`src/ibs_pkg.sv`:
```
// Constants, register map and carrier types of the bus status flag block
package ibs_pkg;

   // APB address width and register byte addresses
   localparam int          ADDR_W        = 24;
   localparam logic [23:0] STATUS_INDEX  = 24'hFFF51;
   localparam logic [23:0] STATUS_ADDR   = STATUS_INDEX << 2;
   localparam logic [23:0] CTRL_ADDR     = 24'h3FFD48;
   localparam logic [23:0] SVA_ADDR      = 24'h3FFD4C;
   localparam logic [23:0] IRQ_STAT_ADDR = 24'h3FFD50;
   localparam logic [23:0] IRQ_EN_ADDR   = 24'h3FFD54;
   localparam logic [23:0] IRQ_CLR_ADDR  = 24'h3FFD58;

   // Control register fields
   localparam int CTRL_IFEN = 0;
   localparam int CTRL_STT  = 1;
   localparam int CTRL_LREL = 2;
   localparam int CTRL_WUP  = 3;
   localparam int CTRL_SPIE = 4;

   // Interrupt status, enable and clear fields
   localparam int IRQ_W     = 5;
   localparam int IRQ_START = 0;
   localparam int IRQ_STOP  = 1;
   localparam int IRQ_ALD   = 2;
   localparam int IRQ_EXC   = 3;
   localparam int IRQ_COI   = 4;

   // Reset values
   localparam logic [7:0]       STATUS_RST  = 8'h00;
   localparam logic [7:0]       SVA_RST     = 8'h00;
   localparam logic [IRQ_W-1:0] IRQ_RST     = 5'h00;

   // Address byte decode
   localparam logic [3:0] EXT_NIBBLE_LO = 4'h0;
   localparam logic [3:0] EXT_NIBBLE_HI = 4'hF;
   localparam logic [3:0] EIGHTH_BIT    = 4'h7;

   // Timing: start hold time while driving SDA low with SCL high
   localparam int CLK_PERIOD_PS  = 5000;
   localparam int START_HOLD_NS  = 600;
   localparam int START_HOLD_CYC =
      (START_HOLD_NS * 1000 + CLK_PERIOD_PS - 1) / CLK_PERIOD_PS;
   localparam int HOLD_W         = 8;

   // Status register layout, bit 7 first
   typedef struct packed {
      logic master;
      logic arbLost;
      logic extCode;
      logic addrMatch;
      logic transmit;
      logic ackDetect;
      logic startDet;
      logic stopDet;
   } ibs_status_t;

   // Bus conditions seen on the sampled pins
   typedef struct packed {
      logic startDet;
      logic stopDet;
      logic sclRise;
   } ibs_bus_evt_t;

   // Pin driver for start generation
   typedef enum logic [1:0] {
      PIN_IDLE    = 2'b00,
      PIN_HOLD    = 2'b01,
      PIN_STRETCH = 2'b10
   } ibs_pin_state_t;

endpackage

```
`src/ibs_status_flags.sv`:
```
// Status flag logic of the I2C bus interface with APB register access
`timescale 1ns/1ps
`default_nettype none
module ibs_status_flags
   import ibs_pkg::*;
(
   // Clock and reset
   input  wire logic              core_clk,
   input  wire logic              rst,
   // APB slave
   input  wire logic              psel,
   input  wire logic              penable,
   input  wire logic              pwrite,
   input  wire logic [ADDR_W-1:0] paddr,
   input  wire logic [31:0]       pwdata,
   output logic      [31:0]       prdata,
   output logic                   pready,
   output logic                   pslverr,
   // I2C pins, open drain
   input  wire logic              sclIn,
   output logic                   sclOut,
   output logic                   sclOe,
   input  wire logic              sdaIn,
   output logic                   sdaOut,
   output logic                   sdaOe,
   // Transfer engine, same clock
   input  wire logic              arbLostEvt,
   input  wire logic              transmitState,
   input  wire logic              ackDetect,
   // Interrupt
   output logic                   busInterruptRequest
);

   // Register hit test, shared by read and write decode
   function automatic logic regHit(input logic [ADDR_W-1:0] a,
                                   input logic [ADDR_W-1:0] r);
      regHit = (a == r);
   endfunction

   // Pin sampling
   logic [1:0]   pinSync;
   logic [1:0]   pinPrev_q;
   logic [1:0]   pinPrev_d;
   ibs_bus_evt_t evt;
   logic         sclS;
   logic         sdaS;

   ibs_sync #(
      .WIDTH (2)
   ) u_sync (
      .clk  (core_clk),
      .rst  (rst),
      .din  ({sclIn, sdaIn}),
      .dout (pinSync)
   );

   // Edge finding on the synchronised pins only
   always_comb begin
      sclS          = pinSync[1];
      sdaS          = pinSync[0];
      pinPrev_d     = pinSync;
      evt.startDet  = sclS & pinPrev_q[1] & pinPrev_q[0] & ~sdaS;
      evt.stopDet   = sclS & pinPrev_q[1] & ~pinPrev_q[0] & sdaS;
      evt.sclRise   = sclS & ~pinPrev_q[1];
   end

   // Registers
   logic                  ifEn_q,  ifEn_d;
   logic                  stt_q,   stt_d;
   logic                  wup_q,   wup_d;
   logic                  spie_q,  spie_d;
   logic [7:0]            sva_q,   sva_d;
   logic [IRQ_W-1:0]      irqEn_q, irqEn_d;
   logic [IRQ_W-1:0]      irqSt_q, irqSt_d;
   logic [31:0]           prdata_q, prdata_d;
   ibs_status_t           flags_q, flags_d;
   logic [7:0]            view_q,  view_d;
   logic                  frozen_q, frozen_d;
   logic [6:0]            shift_q, shift_d;
   logic [3:0]            bitCnt_q, bitCnt_d;
   logic                  firstByte_q, firstByte_d;
   logic                  busFree_q, busFree_d;
   ibs_pin_state_t        pin_q,   pin_d;
   logic [HOLD_W-1:0]     hold_q,  hold_d;

   // APB decode
   logic                  wrEn;
   logic                  rdSetup;
   logic                  rdStatus;
   logic                  wrCtrl;
   logic                  mapped;
   logic                  lrelReq;
   logic                  ifEnFall;
   logic                  wupFall;
   logic                  startGen;
   logic                  arbLost;
   logic                  eighth;
   logic [7:0]            rxByte;
   logic                  excSet;
   logic                  coiSet;
   logic [7:0]            liveStatus;

   // Zero-wait slave; one access phase cycle per transfer
   always_comb begin
      wrEn     = psel & penable & pwrite;
      rdSetup  = psel & ~penable & ~pwrite;
      rdStatus = psel & penable & ~pwrite & regHit(paddr, STATUS_ADDR);
      wrCtrl   = wrEn & regHit(paddr, CTRL_ADDR);
      mapped   = 1'b0;
      if (regHit(paddr, STATUS_ADDR)) begin
         mapped = 1'b1;
      end else if (regHit(paddr, CTRL_ADDR)) begin
         mapped = 1'b1;
      end else if (regHit(paddr, SVA_ADDR)) begin
         mapped = 1'b1;
      end else if (regHit(paddr, IRQ_STAT_ADDR)) begin
         mapped = 1'b1;
      end else if (regHit(paddr, IRQ_EN_ADDR)) begin
         mapped = 1'b1;
      end else if (regHit(paddr, IRQ_CLR_ADDR)) begin
         mapped = 1'b1;
      end
      lrelReq  = wrCtrl & pwdata[CTRL_LREL];
      ifEnFall = wrCtrl & ifEn_q & ~pwdata[CTRL_IFEN];
      wupFall  = wrCtrl & wup_q & ~pwdata[CTRL_WUP];
      arbLost  = ifEn_q & arbLostEvt;
   end

   assign pready  = 1'b1;
   assign pslverr = psel & penable & ~mapped;

   // Control registers; exit request is a write pulse, never stored
   always_comb begin
      ifEn_d  = ifEn_q;
      stt_d   = stt_q;
      wup_d   = wup_q;
      spie_d  = spie_q;
      sva_d   = sva_q;
      irqEn_d = irqEn_q;
      if (wrCtrl) begin
         ifEn_d = pwdata[CTRL_IFEN];
         wup_d  = pwdata[CTRL_WUP];
         spie_d = pwdata[CTRL_SPIE];
         if (pwdata[CTRL_STT]) begin
            stt_d = 1'b1;
         end
      end
      if (wrEn & regHit(paddr, SVA_ADDR)) begin
         sva_d = pwdata[7:0];
      end
      if (wrEn & regHit(paddr, IRQ_EN_ADDR)) begin
         irqEn_d = pwdata[IRQ_W-1:0];
      end
      // Trigger is consumed by the start, dropped by loss, exit or disable
      if (startGen | arbLost | lrelReq | ~ifEn_d) begin
         stt_d = 1'b0;
      end
   end

   always_ff @(posedge core_clk) begin
      if (rst) begin
         ifEn_q  <= 1'b0;
         stt_q   <= 1'b0;
         wup_q   <= 1'b0;
         spie_q  <= 1'b0;
         sva_q   <= SVA_RST;
         irqEn_q <= IRQ_RST;
      end else begin
         ifEn_q  <= ifEn_d;
         stt_q   <= stt_d;
         wup_q   <= wup_d;
         spie_q  <= spie_d;
         sva_q   <= sva_d;
         irqEn_q <= irqEn_d;
      end
   end

   // Start generation: SDA low for the hold time, then stretch SCL
   always_comb begin
      pin_d    = pin_q;
      hold_d   = hold_q;
      startGen = 1'b0;
      case (pin_q)
         PIN_IDLE: begin
            hold_d = '0;
            if (stt_q & ifEn_q & busFree_q & ~lrelReq) begin
               pin_d = PIN_HOLD;
            end
         end
         PIN_HOLD: begin
            hold_d = hold_q + HOLD_W'(1);
            if (hold_q == HOLD_W'(START_HOLD_CYC - 1)) begin
               startGen = 1'b1;
               pin_d    = PIN_STRETCH;
            end
         end
         PIN_STRETCH: begin
            hold_d = '0;
         end
         default: begin
            pin_d  = PIN_IDLE;
            hold_d = '0;
         end
      endcase
      // Loss, exit or disable releases both lines at once
      if (arbLost | lrelReq | ~ifEn_d | evt.stopDet) begin
         pin_d = PIN_IDLE;
      end
   end

   always_ff @(posedge core_clk) begin
      if (rst) begin
         pin_q  <= PIN_IDLE;
         hold_q <= '0;
      end else begin
         pin_q  <= pin_d;
         hold_q <= hold_d;
      end
   end

   // Open drain: only ever pull low
   assign sdaOut = 1'b0;
   assign sclOut = 1'b0;
   assign sdaOe  = (pin_q != PIN_IDLE);
   assign sclOe  = (pin_q == PIN_STRETCH);

   // Address byte receiver, counts rising SCL edges after a start
   always_comb begin
      shift_d     = shift_q;
      bitCnt_d    = bitCnt_q;
      firstByte_d = firstByte_q;
      busFree_d   = busFree_q;
      rxByte      = {shift_q, sdaS};
      eighth      = ifEn_q & firstByte_q & evt.sclRise
                    & (bitCnt_q == EIGHTH_BIT);
      excSet      = eighth & ((rxByte[7:4] == EXT_NIBBLE_LO)
                    | (rxByte[7:4] == EXT_NIBBLE_HI));
      coiSet      = eighth & (rxByte[7:1] == sva_q[7:1]);
      if (evt.sclRise & firstByte_q) begin
         shift_d  = rxByte[6:0];
         bitCnt_d = bitCnt_q + 4'h1;
         if (eighth) begin
            firstByte_d = 1'b0;
         end
      end
      if (evt.startDet) begin
         bitCnt_d    = '0;
         firstByte_d = 1'b1;
         busFree_d   = 1'b0;
      end
      if (evt.stopDet) begin
         firstByte_d = 1'b0;
         busFree_d   = 1'b1;
      end
   end

   always_ff @(posedge core_clk) begin
      if (rst) begin
         shift_q     <= '0;
         bitCnt_q    <= '0;
         firstByte_q <= 1'b0;
         busFree_q   <= 1'b1;
         pinPrev_q   <= '1;          // Idle high, so no false edge
      end else begin
         shift_q     <= shift_d;
         bitCnt_q    <= bitCnt_d;
         firstByte_q <= firstByte_d;
         busFree_q   <= busFree_d;
         pinPrev_q   <= pinPrev_d;
      end
   end

   // Flags: clears first, sets last so an event is never lost, save a start or stop in a disable cycle
   always_comb begin
      flags_d           = flags_q;
      flags_d.transmit  = transmitState;
      flags_d.ackDetect = ackDetect;
      if (ifEn_q & evt.startDet) begin
         flags_d.extCode   = 1'b0;
         flags_d.addrMatch = 1'b0;
         flags_d.startDet  = 1'b1;
         flags_d.stopDet   = 1'b0;
      end
      if (ifEn_q & evt.stopDet) begin
         flags_d.master    = 1'b0;
         flags_d.extCode   = 1'b0;
         flags_d.addrMatch = 1'b0;
         flags_d.startDet  = 1'b0;
         flags_d.stopDet   = 1'b1;
      end
      if (lrelReq) begin
         flags_d.master    = 1'b0;
         flags_d.extCode   = 1'b0;
         flags_d.addrMatch = 1'b0;
      end
      if (rdStatus) begin
         flags_d.arbLost = 1'b0;
      end
      if (ifEnFall) begin
         flags_d = STATUS_RST;
         flags_d.transmit  = transmitState;
         flags_d.ackDetect = ackDetect;
      end
      if (startGen) begin
         flags_d.master = 1'b1;
      end
      if (excSet) begin
         flags_d.extCode = 1'b1;
      end
      if (coiSet) begin
         flags_d.addrMatch = 1'b1;
      end
      if (arbLost) begin
         flags_d.arbLost = 1'b1;
         flags_d.master  = 1'b0;
      end
   end

   // Wakeup off freezes the visible status until the next start or stop
   always_comb begin
      liveStatus = flags_q;
      view_d     = view_q;
      frozen_d   = frozen_q;
      if (wupFall & ~frozen_q) begin
         frozen_d = 1'b1;
         view_d   = liveStatus;
      end
      if (evt.startDet | evt.stopDet) begin
         frozen_d = 1'b0;
      end
   end

   // Status register has no write path at all
   always_ff @(posedge core_clk) begin
      if (rst) begin
         flags_q  <= STATUS_RST;
         view_q   <= STATUS_RST;
         frozen_q <= 1'b0;
      end else begin
         flags_q  <= flags_d;
         view_q   <= view_d;
         frozen_q <= frozen_d;
      end
   end

   // Interrupt status: sticky, write-one clear, new event wins
   always_comb begin
      irqSt_d = irqSt_q;
      if (wrEn & regHit(paddr, IRQ_CLR_ADDR)) begin
         irqSt_d = irqSt_q & ~pwdata[IRQ_W-1:0];
      end
      irqSt_d[IRQ_START] = irqSt_d[IRQ_START] | (ifEn_q & evt.startDet);
      irqSt_d[IRQ_STOP]  = irqSt_d[IRQ_STOP]
                           | (ifEn_q & spie_q & evt.stopDet);
      irqSt_d[IRQ_ALD]   = irqSt_d[IRQ_ALD] | arbLost;
      irqSt_d[IRQ_EXC]   = irqSt_d[IRQ_EXC] | excSet;
      irqSt_d[IRQ_COI]   = irqSt_d[IRQ_COI] | coiSet;
   end

   always_ff @(posedge core_clk) begin
      if (rst) begin
         irqSt_q <= IRQ_RST;
      end else begin
         irqSt_q <= irqSt_d;
      end
   end

   assign busInterruptRequest = |(irqSt_q & irqEn_q);

   // Read data captured in the setup phase, stable through access
   always_comb begin
      prdata_d = prdata_q;
      if (rdSetup) begin
         prdata_d = '0;
         if (regHit(paddr, STATUS_ADDR)) begin
            prdata_d[7:0] = frozen_q ? view_q : liveStatus;
         end else if (regHit(paddr, CTRL_ADDR)) begin
            prdata_d[CTRL_IFEN] = ifEn_q;
            prdata_d[CTRL_WUP]  = wup_q;
            prdata_d[CTRL_SPIE] = spie_q;
         end else if (regHit(paddr, SVA_ADDR)) begin
            prdata_d[7:0] = sva_q;
         end else if (regHit(paddr, IRQ_STAT_ADDR)) begin
            prdata_d[IRQ_W-1:0] = irqSt_q;
         end else if (regHit(paddr, IRQ_EN_ADDR)) begin
            prdata_d[IRQ_W-1:0] = irqEn_q;
         end
      end
   end

   always_ff @(posedge core_clk) begin
      if (rst) begin
         prdata_q <= '0;
      end else begin
         prdata_q <= prdata_d;
      end
   end

   assign prdata = prdata_q;

endmodule
`default_nettype wire

```
`src/ibs_sync.sv`:
```
// Two-stage synchroniser for asynchronous pin inputs
`timescale 1ns/1ps
`default_nettype none
module ibs_sync #(
   parameter int WIDTH = 2
) (
   // Clock and reset
   input  wire logic             clk,
   input  wire logic             rst,
   // Data
   input  wire logic [WIDTH-1:0] din,
   output logic      [WIDTH-1:0] dout
);

   logic [WIDTH-1:0] meta_q;
   logic [WIDTH-1:0] meta_d;
   logic [WIDTH-1:0] sync_q;
   logic [WIDTH-1:0] sync_d;

   // Next values; idle bus level is high
   always_comb begin
      meta_d = din;
      sync_d = meta_q;
   end

   // First stage feeds only the second
   always_ff @(posedge clk) begin
      if (rst) begin
         meta_q <= '1;
         sync_q <= '1;
      end else begin
         meta_q <= meta_d;
         sync_q <= sync_d;
      end
   end

   assign dout = sync_q;

endmodule
`default_nettype wire

```
`config.mk`:
```
export PLATFORM = sky130hd
export DESIGN_NAME = ibs_status_flags
export DESIGN_NICKNAME = d
export VERILOG_FILES = /design/src/ibs_pkg.sv /design/src/ibs_status_flags.sv /design/src/ibs_sync.sv
export SDC_FILE = /design/constraint.sdc
export NUM_CORES = 1
export LEC_CHECK = 0
export BUFFER_PORTS_ARGS = -buffer_cell sky130_fd_sc_hd__buf_2
export CAP_MARGIN = 20
export CORE_MARGIN = 2
export CORE_UTILIZATION = 56
export DETAILED_ROUTE_END_ITERATION = 16
export GPL_ROUTABILITY_DRIVEN = 0
export PLACE_DENSITY = 0.85
export SLEW_MARGIN = 20
export SYNTH_ARGS = -nofsm -noshare
export SYNTH_HDL_FRONTEND = slang
export SYNTH_HIERARCHICAL = 1
export SYNTH_SLANG_ARGS = --single-unit
```
`constraint.sdc`:
```
create_clock -name core_clk -period 3.35 [get_ports core_clk]
set_clock_uncertainty 0.15 [all_clocks]
set_input_delay 0.1675 -clock core_clk [delete_from_list [all_inputs] [get_ports core_clk]]
set_output_delay 0.1675 -clock core_clk [all_outputs]
set_load 0.005 [all_outputs]
```
==> flow_summary.json <==
{
  "start_kind": "input pin",
  "yosysTopAreaCellShare_pct": 41.1,
  "post-synth-top-count-cell": "dfxtp_1",
  "placeableCoreArea_mm2": 0.00639,
  "synthArstFlopShare_pct": 0,
  "die_w_um": 85.3,
  "dp_slack_ps": 956,
  "viasPerCell": 5.59,
  "holdWs_ps": 19.2,
  "drv_slew": 0,
  "regArea_mm2": 0.00152,
  "avgSynthCellArea_um2": 8.74,
  "status": "finished clean",
  "ys_top_cells_by_count": "dfxtp_1, nor2_1, nand2_1",
  "cp_data_required_time_ps": 3420,
  "dpl_cell_area_mm2": 0.00391,
  "power_density_mw_per_mm2": 399,
  "die_area_mm2": 0.00727,
  "worstMarginPinSlew_ps": 1040,
  "synth_warnings": 6,
  "grt_pass1_vias": 3016,
  "synth_cells": 423,
  "crit_chain": "buf_2, nor4_4, nand4_2, nor4_4, buf_4, and4bb_1, mux2i_1, nor2_1",
  "wl_met3_um": 437,
  "synth_cell_types": 52,
  "crit_arrival_ps": 2140,
  "antenna_found_initial": 0,
  "numPortBuffers": 53,
  "drc": 0,
  "clock_path_buffers": 2,
  "ant_nets": 0,
  "die_y_um": 85.3,
  "cp_max_fo": 9,
  "wl_per_cell_um": 14.6,
  "crit_path_max_incr_delay_ps": 550,
  "drt_iter0_drc": 182,
  "root_buffer": "clkbuf_8",
  "critPathMostFrequentCell": "nor4_4",
  "clock.fmax_mhz": 484,
  "tns_ps": 0,
  "nets": 551,
  "num_rows": 29,
  "ys.flop_type": "dfxtp_1",
  "grt_pass1_wl_mm": 13.6,
  "drt-met1-wl_mm": 3.38,
  "vdd_drop_max_mv": 0.333,
  "ios": 105,
  "num_vias": 3160,
  "routed_wl_mm": 8.25,
  "dp_hpwl_mm": 5.88,
  "dr.pass1.iters": 4,
  "synth.largest_area_cell": "dfxtp_1",
  "setup_viol": 0,
  "cp-end-kind": "flop",
  "drive_above_1_share_pct": 18.2,
  "hold_viol": 0,
  "ys_ff_latch": 76,
  "ys_seq_area_share_pct": 41.1,
  "top_layer": "met4",
  "cts_sinks": 76,
  "syn-cell-area_mm2": 0.00370,
  "power.leakage_nw": 1.65,
  "cts_tree": "done",
  "hold_class": "in2reg",
  "synth-edff-count": 0,
  "grt_usage_pct": 23.3,
  "yosys-top-cells-area": "dfxtp_1, mux2i_1, buf_4",
  "post_cts_resized": 0,
  "grt_max_degree": 39,
  "antenna_cells": 0,
  "multi_input_area_mm2": 0.00197,
  "grt_setup_unrepaired": "false",
  "finalInstanceArea_mm2": 0.00422,
  "areaGrowthSynthToFinish_pct": 14.0,
  "relSlewSlack_pct": 30.1,
  "clock_latency_ps": 340,
  "period_minus_slack_ps": 2070,
  "timing.final.ws_setup_ps": 1280,
  "gr-total-overflow": 0,
  "path_clk_slew_ps": 70,
  "cap_violations": 0,
  "worstSetupPathType": "in2reg",
  "nFillCells": 542,
  "start_util_pct": 57.9,
  "htreeDepth": 3,
  "fin_crit_sh_pct": 61.7,
  "met2_length_mm": 4.29,
  "cts_made_buffers": 9,
  "cpMaxStageDelayCell": "and4bb_1"
}
-- path summary, 6_finish.rpt --
check,from,to,slack [ps],cells after the start
setup / recovery,paddr[23],view_q[1]$_SDFFE_PP0P_,1280,8
hold / removal,arbLostEvt,flags_q[6]$_SDFFE_PP0P_,20,3
setup reg to reg,ifEn_q$_SDFF_PP0_,flags_q[6]$_SDFFE_PP0P_,1370,5
hold reg to reg,u_sync/meta_q[0]$_SDFF_PP1_,u_sync/dout[0]$_SDFF_PP1_,260,1
-- stage by stage --
stage | total power [mW] | instances | util, %
4_1_cts | 1.69 | 565 | 66.0
3_3_place_gp | 1.03 | 537 | 61.3
3_5_place_dp | 1.03 | 537 | 61.3
6_report | 1.68 | 565 | 66.0
5_1_grt | 1.74 | 565 | 66.0
2_1_floorplan | 1.01 | 448 | -
-- cell families after synthesis --
logic type | count (synthesis) | synth area share, %
flops | 76 | 41.1
fa+ha+maj | 2 | 0.676
other cells | 2 | 0.203
xor+xnor | 16 | 3.79
buf+inv | 51 | 8.19
compound gates | 55 | 9.07
simple gates | 184 | 26.8
mux | 37 | 10.1
-- power breakdown --
group          internal (mW)  switching, mW  leakage, nW
Combinational         0.0470         0.0612        0.944
Sequential             0.911        0.00421        0.614
Clock                  0.341          0.321       0.0931
Total                   1.30          0.386         1.65
-- registers in the layout, summed over array words and instances, names as in the netlist, 2 cells and up --
register and count:
irqEn_q 5, prdata 8, hold_q 8, pin_q 2, view_q 8, pinPrev_q 2
flags_q 8, shift_q 7, u_sync/meta_q 2, sva_q 8, bitCnt_q 4, irqSt_q 5
u_sync/dout 2
-- critical path: cells and delay by family --
family / cells / cell delay (ps)
muxes: 1 / 270
and+or+nand+nor: 5 / 1350
buffers and inverters: 2 / 350
-- repair_timing --
item | in CTS | in global routing
buffers inserted | 0 | 0
hold buffers | 12 | 0
endpoints found under the hold margin | 20 | 0
-- area by class of cell --
| class | instances | share of cell area, % |
|---|---|---|
| repair buffers | 70 | 10.0 |
| multi-input cells | 321 | 46.8 |
| flip-flops and latches | 76 | 36.1 |
| well taps | 77 | 2.28 |
| clock inverters | 5 | 1.25 |
| inverters | 5 | 0.445 |
| clock buffers | 11 | 3.11 |
-- cells in the final DEF (no fill, tap or decap), types with 3 or more instances in the layout --
cell type	Yosys	final
dfxtp_1	76	76
buf_2	2	53
nor2_1	51	51
nand2_1	43	43
mux2i_1	33	33
conb_1	2	27
a21oi_1	25	25
nand3_1	14	14
dlygate4sd3_1	0	12
xor2_1	10	10
clkbuf_8	0	9
nor2b_1	8	8
o21ai_0	8	8
and3_1	6	6
nor3_1	6	6
nand2b_1	6	6
nor3b_1	6	6
a211oi_1	6	6
xnor2_1	6	6
inv_1	5	5
nor4_1	5	5
nand4_1	5	5
buf_4	27	5
or2_2	4	4
or4_1	4	4
a311oi_1	4	4
mux2_2	4	4
or2_1	4	4
a31oi_1	3	3
or3b_2	3	3
nand4b_1	3	3
clkinv_2	0	3
-- per-layer routing --
metal | track usage [%] | vias up
met2 | 41.2 | 103
li1 | - | 1540
met3 | 6.71 | 19
met4 | 7.94 | 0
met5 | 0 | -
met1 | 26.9 | 1498
No activity file was read; power rests on OpenSTA's default activity.
